<file path="src/design/pin_change_pkg.sv">
/*
 * Constants for the pin-change interrupt block: register offsets,
 * field positions and reset values.
 * Assumes an 8-bit register port and one 125 MHz system clock.
 */
package pin_change_pkg;

    // ----------------------------------------------------------------
    // widths
    // ----------------------------------------------------------------
    localparam int PINS = 8;
    localparam int ADDR_W = 8;
    localparam int DATA_W = 8;
    localparam int SYNC_STAGES = 2;

    // ----------------------------------------------------------------
    // register offsets
    // ----------------------------------------------------------------
    localparam logic [7:0] ADDR_RISE = 8'h00;
    localparam logic [7:0] ADDR_FALL = 8'h04;
    localparam logic [7:0] ADDR_FLAG = 8'h08;
    localparam logic [7:0] ADDR_CTRL = 8'h0c;
    localparam logic [7:0] ADDR_IRQ_STAT = 8'h10;
    localparam logic [7:0] ADDR_IRQ_MASK = 8'h14;
    localparam logic [7:0] ADDR_LEVEL = 8'h18;

    // ----------------------------------------------------------------
    // field positions
    // ----------------------------------------------------------------
    localparam int CTRL_MASTER_BIT = 0;
    localparam int CTRL_SUMMARY_BIT = 1;
    localparam int EVT_EDGE_BIT = 0;
    localparam int EVT_WAKE_BIT = 1;

    // ----------------------------------------------------------------
    // reset values
    // ----------------------------------------------------------------
    localparam logic [7:0] RESET_ENABLE = 8'h00;
    localparam logic [7:0] RESET_FLAG = 8'h00;
    localparam logic [7:0] RESET_MASK = 8'h00;
    localparam logic [7:0] RESET_STAT = 8'h00;
    localparam logic [7:0] READ_ZERO = 8'h00;

endpackage

</file>
<file path="src/design/edge_if.sv">
/*
 * Interface between the register logic and the per-pin edge detectors.
 * Assumes both ends run on mclk.
 */
`timescale 1ns/1ps
`default_nettype none
interface edge_if;
    import pin_change_pkg::*;
    logic [PINS-1:0] rise_en;
    logic [PINS-1:0] fall_en;
    logic [PINS-1:0] hit;
    logic [PINS-1:0] level;
    modport ctrl (output rise_en, output fall_en, input hit, input level);
    modport det (input rise_en, input fall_en, output hit, output level);
endinterface
`default_nettype wire

</file>
<file path="src/design/pin_change_interrupt.sv">
/*
 * Pin-change interrupt block for an eight-bit port: per-pin rising and
 * falling edge detection, sticky change flags, summary flag, interrupt
 * and wake request, and a small register port.
 * Assumes a register master on mclk with one-cycle strobes and a sleep
 * indication from the core on the same clock.
 */
`timescale 1ns/1ps
`default_nettype none
module pin_change_interrupt
    import pin_change_pkg::*;
(
    // clock and reset
    input wire logic mclk,
    input wire logic rstn,
    // register port
    input wire logic [ADDR_W-1:0] addr,
    input wire logic [DATA_W-1:0] wdata,
    input wire logic wr_stb,
    input wire logic rd_stb,
    output logic [DATA_W-1:0] rdata,
    // port pins
    input wire logic [PINS-1:0] port_pins,
    // core
    input wire logic sleep_mode,
    output logic change_summary_flag,
    output logic wake_req,
    output logic irq
);

    // ----------------------------------------------------------------
    // reset and detectors
    // ----------------------------------------------------------------
    logic rst_n_sync;
    edge_if edges ();

    reset_sync u_reset_sync (
        .mclk(mclk),
        .rstn(rstn),
        .rst_n_sync(rst_n_sync)
    );

    pin_edge_detect u_detect (
        .mclk(mclk),
        .rst_n(rst_n_sync),
        .pins(port_pins),
        .det(edges.det)
    );

    // ----------------------------------------------------------------
    // register state
    // ----------------------------------------------------------------
    logic [PINS-1:0] rising_enable_reg;
    logic [PINS-1:0] rising_enable_next;
    logic [PINS-1:0] falling_enable_reg;
    logic [PINS-1:0] falling_enable_next;
    logic [PINS-1:0] change_flag_reg;
    logic [PINS-1:0] change_flag_next;
    logic master_enable_reg;
    logic master_enable_next;
    logic [DATA_W-1:0] irq_stat_reg;
    logic [DATA_W-1:0] irq_stat_next;
    logic [DATA_W-1:0] irq_mask_reg;
    logic [DATA_W-1:0] irq_mask_next;
    logic [DATA_W-1:0] rdata_reg;
    logic [DATA_W-1:0] rdata_next;
    logic summary_reg;
    logic summary_next;
    logic wake_reg;
    logic wake_next;
    logic irq_reg;
    logic irq_next;

    logic wr_rise;
    logic wr_fall;
    logic wr_flag;
    logic wr_ctrl;
    logic wr_stat;
    logic wr_mask;
    logic [DATA_W-1:0] events;
    logic [DATA_W-1:0] ctrl_view;

    assign wr_rise = wr_stb && (addr == ADDR_RISE);
    assign wr_fall = wr_stb && (addr == ADDR_FALL);
    assign wr_flag = wr_stb && (addr == ADDR_FLAG);
    assign wr_ctrl = wr_stb && (addr == ADDR_CTRL);
    assign wr_stat = wr_stb && (addr == ADDR_IRQ_STAT);
    assign wr_mask = wr_stb && (addr == ADDR_IRQ_MASK);

    assign edges.rise_en = rising_enable_reg;
    assign edges.fall_en = falling_enable_reg;

    // ----------------------------------------------------------------
    // next-state computation
    // ----------------------------------------------------------------
    always_comb begin
        ctrl_view = READ_ZERO;
        ctrl_view[CTRL_MASTER_BIT] = master_enable_reg;
        ctrl_view[CTRL_SUMMARY_BIT] = summary_reg;

        rising_enable_next = wr_rise ? wdata : rising_enable_reg;
        falling_enable_next = wr_fall ? wdata : falling_enable_reg;
        master_enable_next = wr_ctrl ? wdata[CTRL_MASTER_BIT] : master_enable_reg;
        irq_mask_next = wr_mask ? wdata : irq_mask_reg;

        // a hit in the same cycle as a write always wins
        if (wr_flag) begin
            change_flag_next = wdata | edges.hit;
        end else begin
            change_flag_next = change_flag_reg | edges.hit;
        end

        summary_next = |change_flag_next;
        // flags are already in place when the wake request rises
        wake_next = sleep_mode && master_enable_reg && summary_reg;

        events = READ_ZERO;
        events[EVT_EDGE_BIT] = |edges.hit;
        events[EVT_WAKE_BIT] = wake_next && !wake_reg;
        irq_stat_next = (irq_stat_reg & ~(wr_stat ? wdata : READ_ZERO)) | events;

        // no interrupt leaves the block from the cycle after the master enable is clear
        irq_next = master_enable_reg && |(irq_stat_reg & irq_mask_reg);

        rdata_next = READ_ZERO;
        if (rd_stb) begin
            case (addr)
                ADDR_RISE: begin
                    rdata_next = rising_enable_reg;
                end
                ADDR_FALL: begin
                    rdata_next = falling_enable_reg;
                end
                ADDR_FLAG: begin
                    rdata_next = change_flag_reg;
                end
                ADDR_CTRL: begin
                    rdata_next = ctrl_view;
                end
                ADDR_IRQ_STAT: begin
                    rdata_next = irq_stat_reg;
                end
                ADDR_IRQ_MASK: begin
                    rdata_next = irq_mask_reg;
                end
                ADDR_LEVEL: begin
                    rdata_next = edges.level;
                end
                default: begin
                    rdata_next = READ_ZERO;
                end
            endcase
        end
    end

    // ----------------------------------------------------------------
    // registers
    // ----------------------------------------------------------------
    always_ff @(posedge mclk or negedge rst_n_sync) begin
        if (!rst_n_sync) begin
            rising_enable_reg <= RESET_ENABLE;
            falling_enable_reg <= RESET_ENABLE;
            change_flag_reg <= RESET_FLAG;
            master_enable_reg <= 1'b0;
            irq_stat_reg <= RESET_STAT;
            irq_mask_reg <= RESET_MASK;
            rdata_reg <= READ_ZERO;
            summary_reg <= 1'b0;
            wake_reg <= 1'b0;
            irq_reg <= 1'b0;
        end else begin
            rising_enable_reg <= rising_enable_next;
            falling_enable_reg <= falling_enable_next;
            change_flag_reg <= change_flag_next;
            master_enable_reg <= master_enable_next;
            irq_stat_reg <= irq_stat_next;
            irq_mask_reg <= irq_mask_next;
            rdata_reg <= rdata_next;
            summary_reg <= summary_next;
            wake_reg <= wake_next;
            irq_reg <= irq_next;
        end
    end

    assign rdata = rdata_reg;
    assign change_summary_flag = summary_reg;
    assign wake_req = wake_reg;
    assign irq = irq_reg;
endmodule
`default_nettype wire

</file>
<file path="src/design/pin_edge_detect.sv">
/*
 * Per-pin synchroniser and armed edge detector.
 * Assumes pins are asynchronous to mclk and rst_n is already synchronised.
 */
`timescale 1ns/1ps
`default_nettype none
module pin_edge_detect
    import pin_change_pkg::*;
(
    // clock and reset
    input wire logic mclk,
    input wire logic rst_n,
    // port pins
    input wire logic [PINS-1:0] pins,
    // towards the register logic
    edge_if.det det
);
    genvar i;
    generate
        for (i = 0; i < PINS; i++) begin : g_pin
            logic meta_reg;
            logic sync_reg;
            logic prev_reg;
            logic prev_next;
            always_comb begin
                prev_next = sync_reg;
            end
            always_ff @(posedge mclk or negedge rst_n) begin
                if (!rst_n) begin
                    meta_reg <= 1'b0;
                    sync_reg <= 1'b0;
                    prev_reg <= 1'b0;
                end else begin
                    meta_reg <= pins[i];
                    sync_reg <= meta_reg;
                    prev_reg <= prev_next;
                end
            end
            // compare the synchronised sample with the previous one
            assign det.hit[i] = (det.rise_en[i] & sync_reg & ~prev_reg) |
                                (det.fall_en[i] & ~sync_reg & prev_reg);
            assign det.level[i] = sync_reg;
        end
    endgenerate
endmodule
`default_nettype wire

</file>
<file path="src/design/reset_sync.sv">
/*
 * Reset release synchroniser: asynchronous assertion, release after
 * two mclk edges.
 * Assumes rstn is an active-low asynchronous reset.
 */
`timescale 1ns/1ps
`default_nettype none
module reset_sync (
    input wire logic mclk,
    input wire logic rstn,
    output logic rst_n_sync
);
    logic [1:0] stage_reg;
    always_ff @(posedge mclk or negedge rstn) begin
        if (!rstn) begin
            stage_reg <= 2'h0;
        end else begin
            stage_reg <= {stage_reg[0], 1'b1};
        end
    end
    assign rst_n_sync = stage_reg[1];
endmodule
`default_nettype wire

</file>
<file path="config.mk">
export PLATFORM = sky130hd
export DESIGN_NAME = pin_change_interrupt
export DESIGN_NICKNAME = d
export VERILOG_FILES = /design/src/design/pin_change_pkg.sv /design/src/design/edge_if.sv /design/src/design/pin_change_interrupt.sv /design/src/design/pin_edge_detect.sv /design/src/design/reset_sync.sv
export SDC_FILE = /design/constraint.sdc
export NUM_CORES = 1
export LEC_CHECK = 0
export BUFFER_PORTS_ARGS = -buffer_cell sky130_fd_sc_hd__buf_2
export CAP_MARGIN = 5
export CORE_MARGIN = 4
export CORE_UTILIZATION = 55
export CTS_CLUSTER_SIZE = 30
export DETAILED_ROUTE_END_ITERATION = 8
export PLACE_DENSITY = 0.76
export SLEW_MARGIN = 20
export SYNTH_ARGS = -nofsm -noshare
export SYNTH_HDL_FRONTEND = slang
export SYNTH_SLANG_ARGS = --single-unit
</file>
<file path="constraint.sdc">
create_clock -name mclk -period 5.25 [get_ports mclk]
set_clock_uncertainty 0.2 [all_clocks]
set_input_delay 0.525 -clock mclk [delete_from_list [all_inputs] [get_ports mclk]]
set_output_delay 0.525 -clock mclk [all_outputs]
set_load 0.01 [all_outputs]
</file>
Word level (Yosys, flattened, before mapping) --
Index checks and enable logic that the tools add are counted.
Storage, ports and cells: bits in writable memories 0, memory bits (read-only) 0, memories 0, bits in registers 78, bits in latches 0
Cells by class: magnitude comparators 0, reductions and logical operators 15, add/subtract/negate cells 0, shift operators 0, muxes and demuxes 4, bitwise gates (word level) 62, multipliers 0, equality and inequality tests 6, div/mod/pow operators 0
Operators by type and width (count):
- $pmux 8 s7 | 1
- $and 1x1->1 | 32
- $eq 8x5->1 const B | 3
- $mux 8 | 3
- $reduce_or 8->1 | 3
- $and 8x8->8 | 2
- $eq 8x4->1 const B | 2
- $not 1->1 | 16
- $or 8x8->8 | 2
- $logic_and 1x1->1 | 10
- $eq 8x3->1 const B | 1
- $logic_not 8->1 | 1
- $not 8->8 | 1
- $or 1x1->1 | 8
- $or 8x2->8 | 1
- $logic_not 1->1 | 1

Longest topological paths before layout --
Gate-level depths: netlist of run 1.
word-level depth 7, mapped depth 7, mapped depth without buffers 5

By module --
From an unflattened synthesis of run 1, not the netlist that was laid out.
Unflattened totals: cell total of the unflattened synthesis 242, area total of the unflattened synthesis 3185.6 um^2
By module, submodules not included:
- pin_change_interrupt | area an instance 2358.5 um^2, cells each 183, sequential area each 1301.2 um^2, times used 1
- pin_edge_detect | area an instance 773.2 um^2, cells each 56, sequential area each 600.6 um^2, times used 1
- reset_sync | area an instance 53.8 um^2, cells each 3, sequential area each 50.0 um^2, times used 1

Worst setup path after synthesis of run 1 --
No wires, ideal clock.
kind input to register, start point input addr[5], end point register summary_reg (netlist: change_summary_flag), path slack 2573 ps, arrival 2339 ps, stages 5, path through nor4_4 -> a31oi_1 -> a311o_1 -> or4_1 -> or4_1
On the way: cells in the longest elaborated chain, start to end 4
Ends and longest elaborated chain:
- start, declared | line pin_change_interrupt.sv:17 | input wire logic [ADDR_W-1:0] addr,
- $eq 8x4->1 | line pin_change_interrupt.sv:85 | assign wr_flag = wr_stb && (addr == ADDR_FLAG);
- $logic_and 1x1->1 | line pin_change_interrupt.sv:85
- $mux 8 | line pin_change_interrupt.sv:107 | if (wr_flag) begin
- named net change_flag_next[2] | line pin_change_interrupt.sv:58 | logic [PINS-1:0] change_flag_next;
- $reduce_or 8->1 | line pin_change_interrupt.sv:113 | summary_next = |change_flag_next;
- named net summary_next | line pin_change_interrupt.sv:68 | logic summary_next;
- end signal, assigned | line pin_change_interrupt.sv:179 | summary_reg <= summary_next;
- end, declared | line pin_change_interrupt.sv:67 | logic summary_reg;
The timed path passes the listed nets, and every way through them passes these cells. A chain may end at the register's enable or synchronous reset.

Worst setup path in the final report of run 1 --
Ends and elaborated chain as after synthesis.

==> flow_summary.json, run 1 <==
{
  "status": "finished, final reports clean",
  "die_y_um": 83.1,
  "vias_per_cell": 6.21,
  "final_util": 0.658,
  "rsz0062_at_grt": "false",
  "syn-cell-area_um2": 3100,
  "ff2ff_path_depth": 5,
  "dr_total_vias": 2203,
  "grt_busiest_layer": "met2",
  "wl_per_cell_um": 19.7,
  "nNetsFinal": 307,
  "grt_pass1_vias": 2363,
  "hold_viol_final": 0,
  "worstReg2RegStart": "u_detect.g_pin[2].prev_next",
  "p_leak_nw": 1.64,
  "grt_pass1_wl_um": 11800,
  "ys_types": 36,
  "maxSlewHeadroom": 0.371,
  "path_clk_slew_ns": 0.08,
  "final_area_um2": 3600,
  "clock_latency_ns": 0.35,
  "worstMarginPinSlew_ns": 0.944,
  "p_int_mw": 1.02,
  "wirelength_um": 6990,
  "drc": 0,
  "switching_power_uw": 274,
  "place_ws_ns": 2.25,
  "placed_cell_area_um2": 3330,
  "synth_warnings": 0,
  "slew_viol_final": 0,
  "end_kind": "flip-flop",
  "hpwlAfterDp_um": 4540,
  "cp.required_ns": 5.27,
  "ys.flop_type": "dfrtp_1",
  "numCtsBuffers": 9,
  "cts_max_path_buffers": 2,
  "crit_arrival_ns": 2.69,
  "grtUsageMet1": 0.301,
  "drive_gt1_frac": 0.307,
  "synthArstFlopShare": 1.00,
  "cts.sinks": 78,
  "core_um2": 5470,
  "period_minus_slack_ns": 2.67,
  "cts_max_level": 3,
  "synth.largest_area_cell": "dfrtp_1",
  "grt_max_degree": 77,
  "ir_drop_uv": 334,
  "period_share": 0.509,
  "fin_setup_tns_ns": 0,
  "syn_to_final_growth_pct": 16.2,
  "grt_antenna_before_repair": 0,
  "p_seq_frac": 0.510,
  "p_clk_frac": 0.444,
  "fmax_mhz": 374,
  "timing.hold.ws_ns": 0.0770,
  "die-width_um": 83.1,
  "cts_tree": "yes",
  "final_antenna_net_count": 0,
  "yosys-top-cells-count": "dfrtp_1, nand2_1, mux2_2",
  "cts_root_buf": "clkbuf_8",
  "netSwitchingFraction": 0.211,
  "syn_avg_cell_area_um2": 13.1,
  "use_met2": 0.316,
  "critPathKind": "input port to flip-flop",
  "hold_depth": 1,
  "drt_first_pass_iters": 8,
  "drv_cap": 0,
  "diodes": 0,
  "setup_slack_ns": 2.58,
  "critical_path.max_fanout": 10,
  "crit_start": "addr[5]",
  "track_usage": 0.220,
  "ys_ff_latch": 78,
  "yosysMostFrequentCell": "dfrtp_1",
  "syn-num-nets": 266,
  "die_area_um2": 6900,
  "io_buffers": 39,
  "synthCells": 237,
  "grt_overflow": 0,
  "seq_area_frac_synth": 0.630,
  "pwr-share-comb": 0.045,
  "first_iter_violations": 264,
  "synth_edf_count": 0,
  "grt_util_met3": 0.0536,
  "start_kind": "input port",
  "hold_path_class": "input port to flip-flop",
  "place_congestion": 0.861,
  "fp-row-count": 27,
  "synth_top_area_share": 0.630,
  "synth_area_leaders": "dfrtp_1, mux2_2, a222oi_1",
  "min_from": "port_pins[5]",
  "finalSetupViolCount": 0,
  "ios": 40,
  "powerDensity_nw_per_um2": 360,
  "start_util": 0.567
}
==> per-stage QoR <==
stage | instances | total power [mW]
5_1_grt | 355 | 1.35
4_1_cts | 355 | 1.31
6_report | 355 | 1.30
2_1_floorplan | 237 | 0.700
3_3_place_gp | 338 | 0.729
3_5_place_dp | 338 | 0.732
==> cell families after synthesis <==
group,count (synthesis),synth area share
AO/OA/AOI/OAI,57,0.142
buffers and inverters,17,0.0274
flip-flops,78,0.630
multiplexers,27,0.0973
other,1,0.00121
AND/OR/NAND/NOR,57,0.103
==> worst max-delay path, cell delays in order <==
cell	delay, ns
buf_2	0.12
nor4_4	0.54
a31oi_1	0.16
a311o_1	0.35
or4_1	0.51
or4_1	0.48
==> power groups by stage <==
stage / clock network (mW) / registers, mW / logic [mW]
after detailed placement: 0 / 0.674 / 0.0574
after CTS: 0.586 / 0.662 / 0.0587
after global routing: 0.614 / 0.668 / 0.0656
after global placement: 0 / 0.673 / 0.0559
after floorplan: 0 / 0.664 / 0.0358
final: 0.577 / 0.662 / 0.0589
==> what timing repair did <==
item	in CTS	in global routing
endpoints found under the hold margin	2	0
hold buffers	1	0
setup buffers	0	0
gates resized for setup	0	0
==> layout make-up <==
cell class,count,area [µm²]
Clock buffer,10,128
Clock inverter,6,134
Fill cell,444,1870
Inverter,7,26.3
Multi-Input combinational cell,142,1060
Sequential cell,78,1960
Tap cell,72,90.1
Timing Repair Buffer,40,205
==> layout by cell type, fill, tap and decap left out, drive strengths merged, types with 3 or more instances in the layout <==
cell / count
a222oi: 14
nand2: 26
and3: 5
dfrtp: 78
clkbuf: 10
inv: 7
buf: 39
o22ai: 8
a21oi: 10
nor2: 4
bufinv: 4
nor3: 4
a22oi: 4
nand3: 3
a21boi: 6
mux2: 25
a31oi: 6
a311o: 5
nor4: 6
==> per-layer routing <==
| metal | vias up | part of all wire |
|---|---|---|
| met5 | - | 0 |
| met4 | 0 | 0.039 |
| met3 | 24 | 0.079 |
| met2 | 100 | 0.46 |
| met1 | 1090 | 0.42 |
| li1 | 989 | - |
==> final timing paths <==
path                                          endpoint  slack (ns)
hold reg to reg            u_detect.g_pin[0].prev_next        0.15
max in group asynchronous              irq_stat_reg[2]        3.95
setup reg to reg                   change_summary_flag        3.00
min in group asynchronous              irq_mask_reg[6]        0.26
hold / removal              u_detect.g_pin[5].meta_reg        0.08
setup / recovery                   change_summary_flag        2.58
Note: power is estimated with default switching activity, not from simulation.
==> run 2, diff against run 1 <==
- ABC_AREA: not set -> 1
- clock period: 5.25 -> 2.5 ns (I/O delays scaled with it)
==> flow_summary.json, run 2 <==
{
  "synthArstFlopShare": 1.00,
  "cts_max_level": 3,
  "vias_per_cell": 5.16,
  "synth_area_leaders": "dfrtp_1, nand2_1, inv_1",
  "synth_top_area_share": 0.569,
  "drc": 0,
  "end_kind": "flip-flop",
  "p_leak_nw": 2.01,
  "grt_antenna_before_repair": 0,
  "p_clk_frac": 0.396,
  "maxSlewHeadroom": 0.661,
  "period_share": 0.618,
  "nNetsFinal": 470,
  "seq_area_frac_synth": 0.569,
  "cts.sinks": 78,
  "clock_latency_ns": 0.35,
  "critPathKind": "input port to flip-flop",
  "place_congestion": 0.864,
  "syn_avg_cell_area_um2": 9.08,
  "grt_pass1_wl_um": 12700,
  "ff2ff_path_depth": 9,
  "ios": 40,
  "syn-cell-area_um2": 3430,
  "hpwlAfterDp_um": 4980,
  "placed_cell_area_um2": 3680,
  "syn-num-nets": 407,
  "p_int_mw": 1.99,
  "worstReg2RegStart": "u_detect.g_pin[1].prev_next",
  "final_antenna_net_count": 0,
  "drv_cap": 0,
  "final_area_um2": 4090,
  "ff2ff_setup_slack_ns": 0.99,
  "ys_ff_latch": 78,
  "powerDensity_nw_per_um2": 630,
  "ir_drop_uv": 513,
  "worstMarginPinSlew_ns": 0.509,
  "netSwitchingFraction": 0.227,
  "nFillCells": 467,
  "core_um2": 5990,
  "io_buffers": 39,
  "grt_pass1_vias": 2703,
  "cts_root_buf": "clkbuf_8",
  "critical_path.max_fanout": 24,
  "ff_latch_area_um2": 1960,
  "p_seq_frac": 0.532,
  "grt_max_degree": 40,
  "synthCells": 378,
  "synth.largest_area_cell": "dfrtp_1",
  "cts_max_path_buffers": 2,
  "diodes": 0,
  "final_util": 0.683,
  "synth_warnings": 0,
  "switching_power_uw": 586,
  "cts_resized": 0,
  "slew_viol_final": 0,
  "wirelength_um": 7440,
  "track_usage": 0.222,
  "met2WireLength_um": 3640,
  "wl_per_cell_um": 14.3,
  "die_area_um2": 7570,
  "fin_setup_tns_ns": 0,
  "cp.required_ns": 2.53,
  "final_common_cell": "nand2_1",
  "grt_overflow": 0,
  "ys_types": 31,
  "final_cell_mix": "nand2_1, dfrtp_1, inv_1",
  "numCtsBuffers": 9,
  "fp-row-count": 28,
  "syn_to_final_growth_pct": 19.2,
  "multi_input_area_um2": 1200,
  "met1Wirelength_um": 3220,
  "period_minus_slack_ns": 1.55,
  "finalSetupViolCount": 0,
  "first_iter_violations": 273,
  "start_kind": "input port",
  "start_util": 0.573,
  "die_y_um": 87.0,
  "status": "finished, final reports clean",
  "rsz0062_at_grt": "false",
  "pwr-share-comb": 0.071,
  "fmax_mhz": 647,
  "crit_arrival_ns": 1.58,
  "drive_gt1_frac": 0.197,
  "yosysMostFrequentCell": "nand2_1",
  "routed.top_layer": "met4",
  "ys.flop_type": "dfrtp_1",
  "dr_total_vias": 2686,
  "drt_first_pass_iters": 4,
  "hold_viol_final": 0,
  "cts_tree": "yes",
  "die-width_um": 87.0,
  "met3_length_um": 426,
  "regToRegEndpoint": "change_summary_flag",
  "hold_path_class": "flip-flop to asynchronous set/reset pin",
  "path_clk_slew_ns": 0.07,
  "synth_edf_count": 0,
  "yosys-top-cells-count": "nand2_1, dfrtp_1, inv_1"
}
-- run 2: cell types whose count changed in the layout (fill, tap and decap cells not counted), moves of 12 or more --
cell,change
o21ai_0,+30
o21ai_1,+12
dlygate4sd3_1,+18
inv_1,+48
nor2_1,+20
nand2_1,+68
nand3_1,+15
mux2_2,-25
a222oi_1,-14
-- run 2: routing by layer --
layer,vias up,track usage
met5,-,0
met3,13,0.0378
met1,1268,0.297
li1,1326,-
met2,79,0.358
met4,0,0.0935
-- run 2: power groups by stage --
stage	clock [mW]	sequential (mW)	combinational [mW]
6_report	1.02	1.37	0.184
5_1_grt	1.11	1.38	0.207
4_1_cts	1.05	1.37	0.184
3_5_place_dp	0	1.40	0.161
3_3_place_gp	0	1.39	0.157
2_1_floorplan	0	1.39	0.0944
-- run 2: worst max path at each step --
stage | from | end | slack, ns | cells after the start
after CTS | addr[7] | change_summary_flag | 0.96 | 9
after detailed placement | addr[7] | change_summary_flag | 0.60 | 9
final | addr[7] | change_summary_flag | 0.95 | 9
after floorplan | u_reset_sync.stage_reg[1] | change_flag_reg[0] | 0.98 | 0
after global placement | addr[5] | change_summary_flag | 0.65 | 9
after global routing | addr[7] | change_summary_flag | 0.80 | 9
-- run 2: cell families after synthesis --
kind of cell,share of synthesized area
AOI/OAI and AO/OA,0.123
DFF,0.569
and+or+nand+nor,0.228
buffers and inverters,0.0799
other,0.00109
-- run 2: timing repair --
action / 4_1_cts / 5_1_grt
endpoints found under the hold margin: 20 / 0
buffers inserted: 0 / 0
hold buffers: 19 / 0
-- run 2: area by class of cell --
type,count,share of cell area
inverter,57,0.0523
sequential,78,0.478
multi-input combinational,236,0.295
clock buffer,12,0.0355
timing repair buffer,59,0.0991
tap,75,0.0229
clock inverter,4,0.0171
-- run 2: metrics by stage --
step | setup slack, ns | power (mW) | hold WS [ns] | cells
2_1_floorplan | 0.976 | 1.49 | -0.246 | 378
3_5_place_dp | 0.597 | 1.56 | -0.158 | 486
6_report | 0.954 | 2.58 | 0.105 | 521
3_3_place_gp | 0.650 | 1.55 | -0.165 | 486
4_1_cts | 0.963 | 2.60 | 0.104 | 521
5_1_grt | 0.798 | 2.70 | 0.148 | 521
-- run 2: critical path, cell delays in order --
cell and delay, ns:
buf_2 0.10, nor2_2 0.14, nand2_2 0.14, nor2_8 0.34, a21boi_0 0.14, nor2_1 0.20, nand2_1 0.08, nor2_1 0.10
nand2_1 0.06
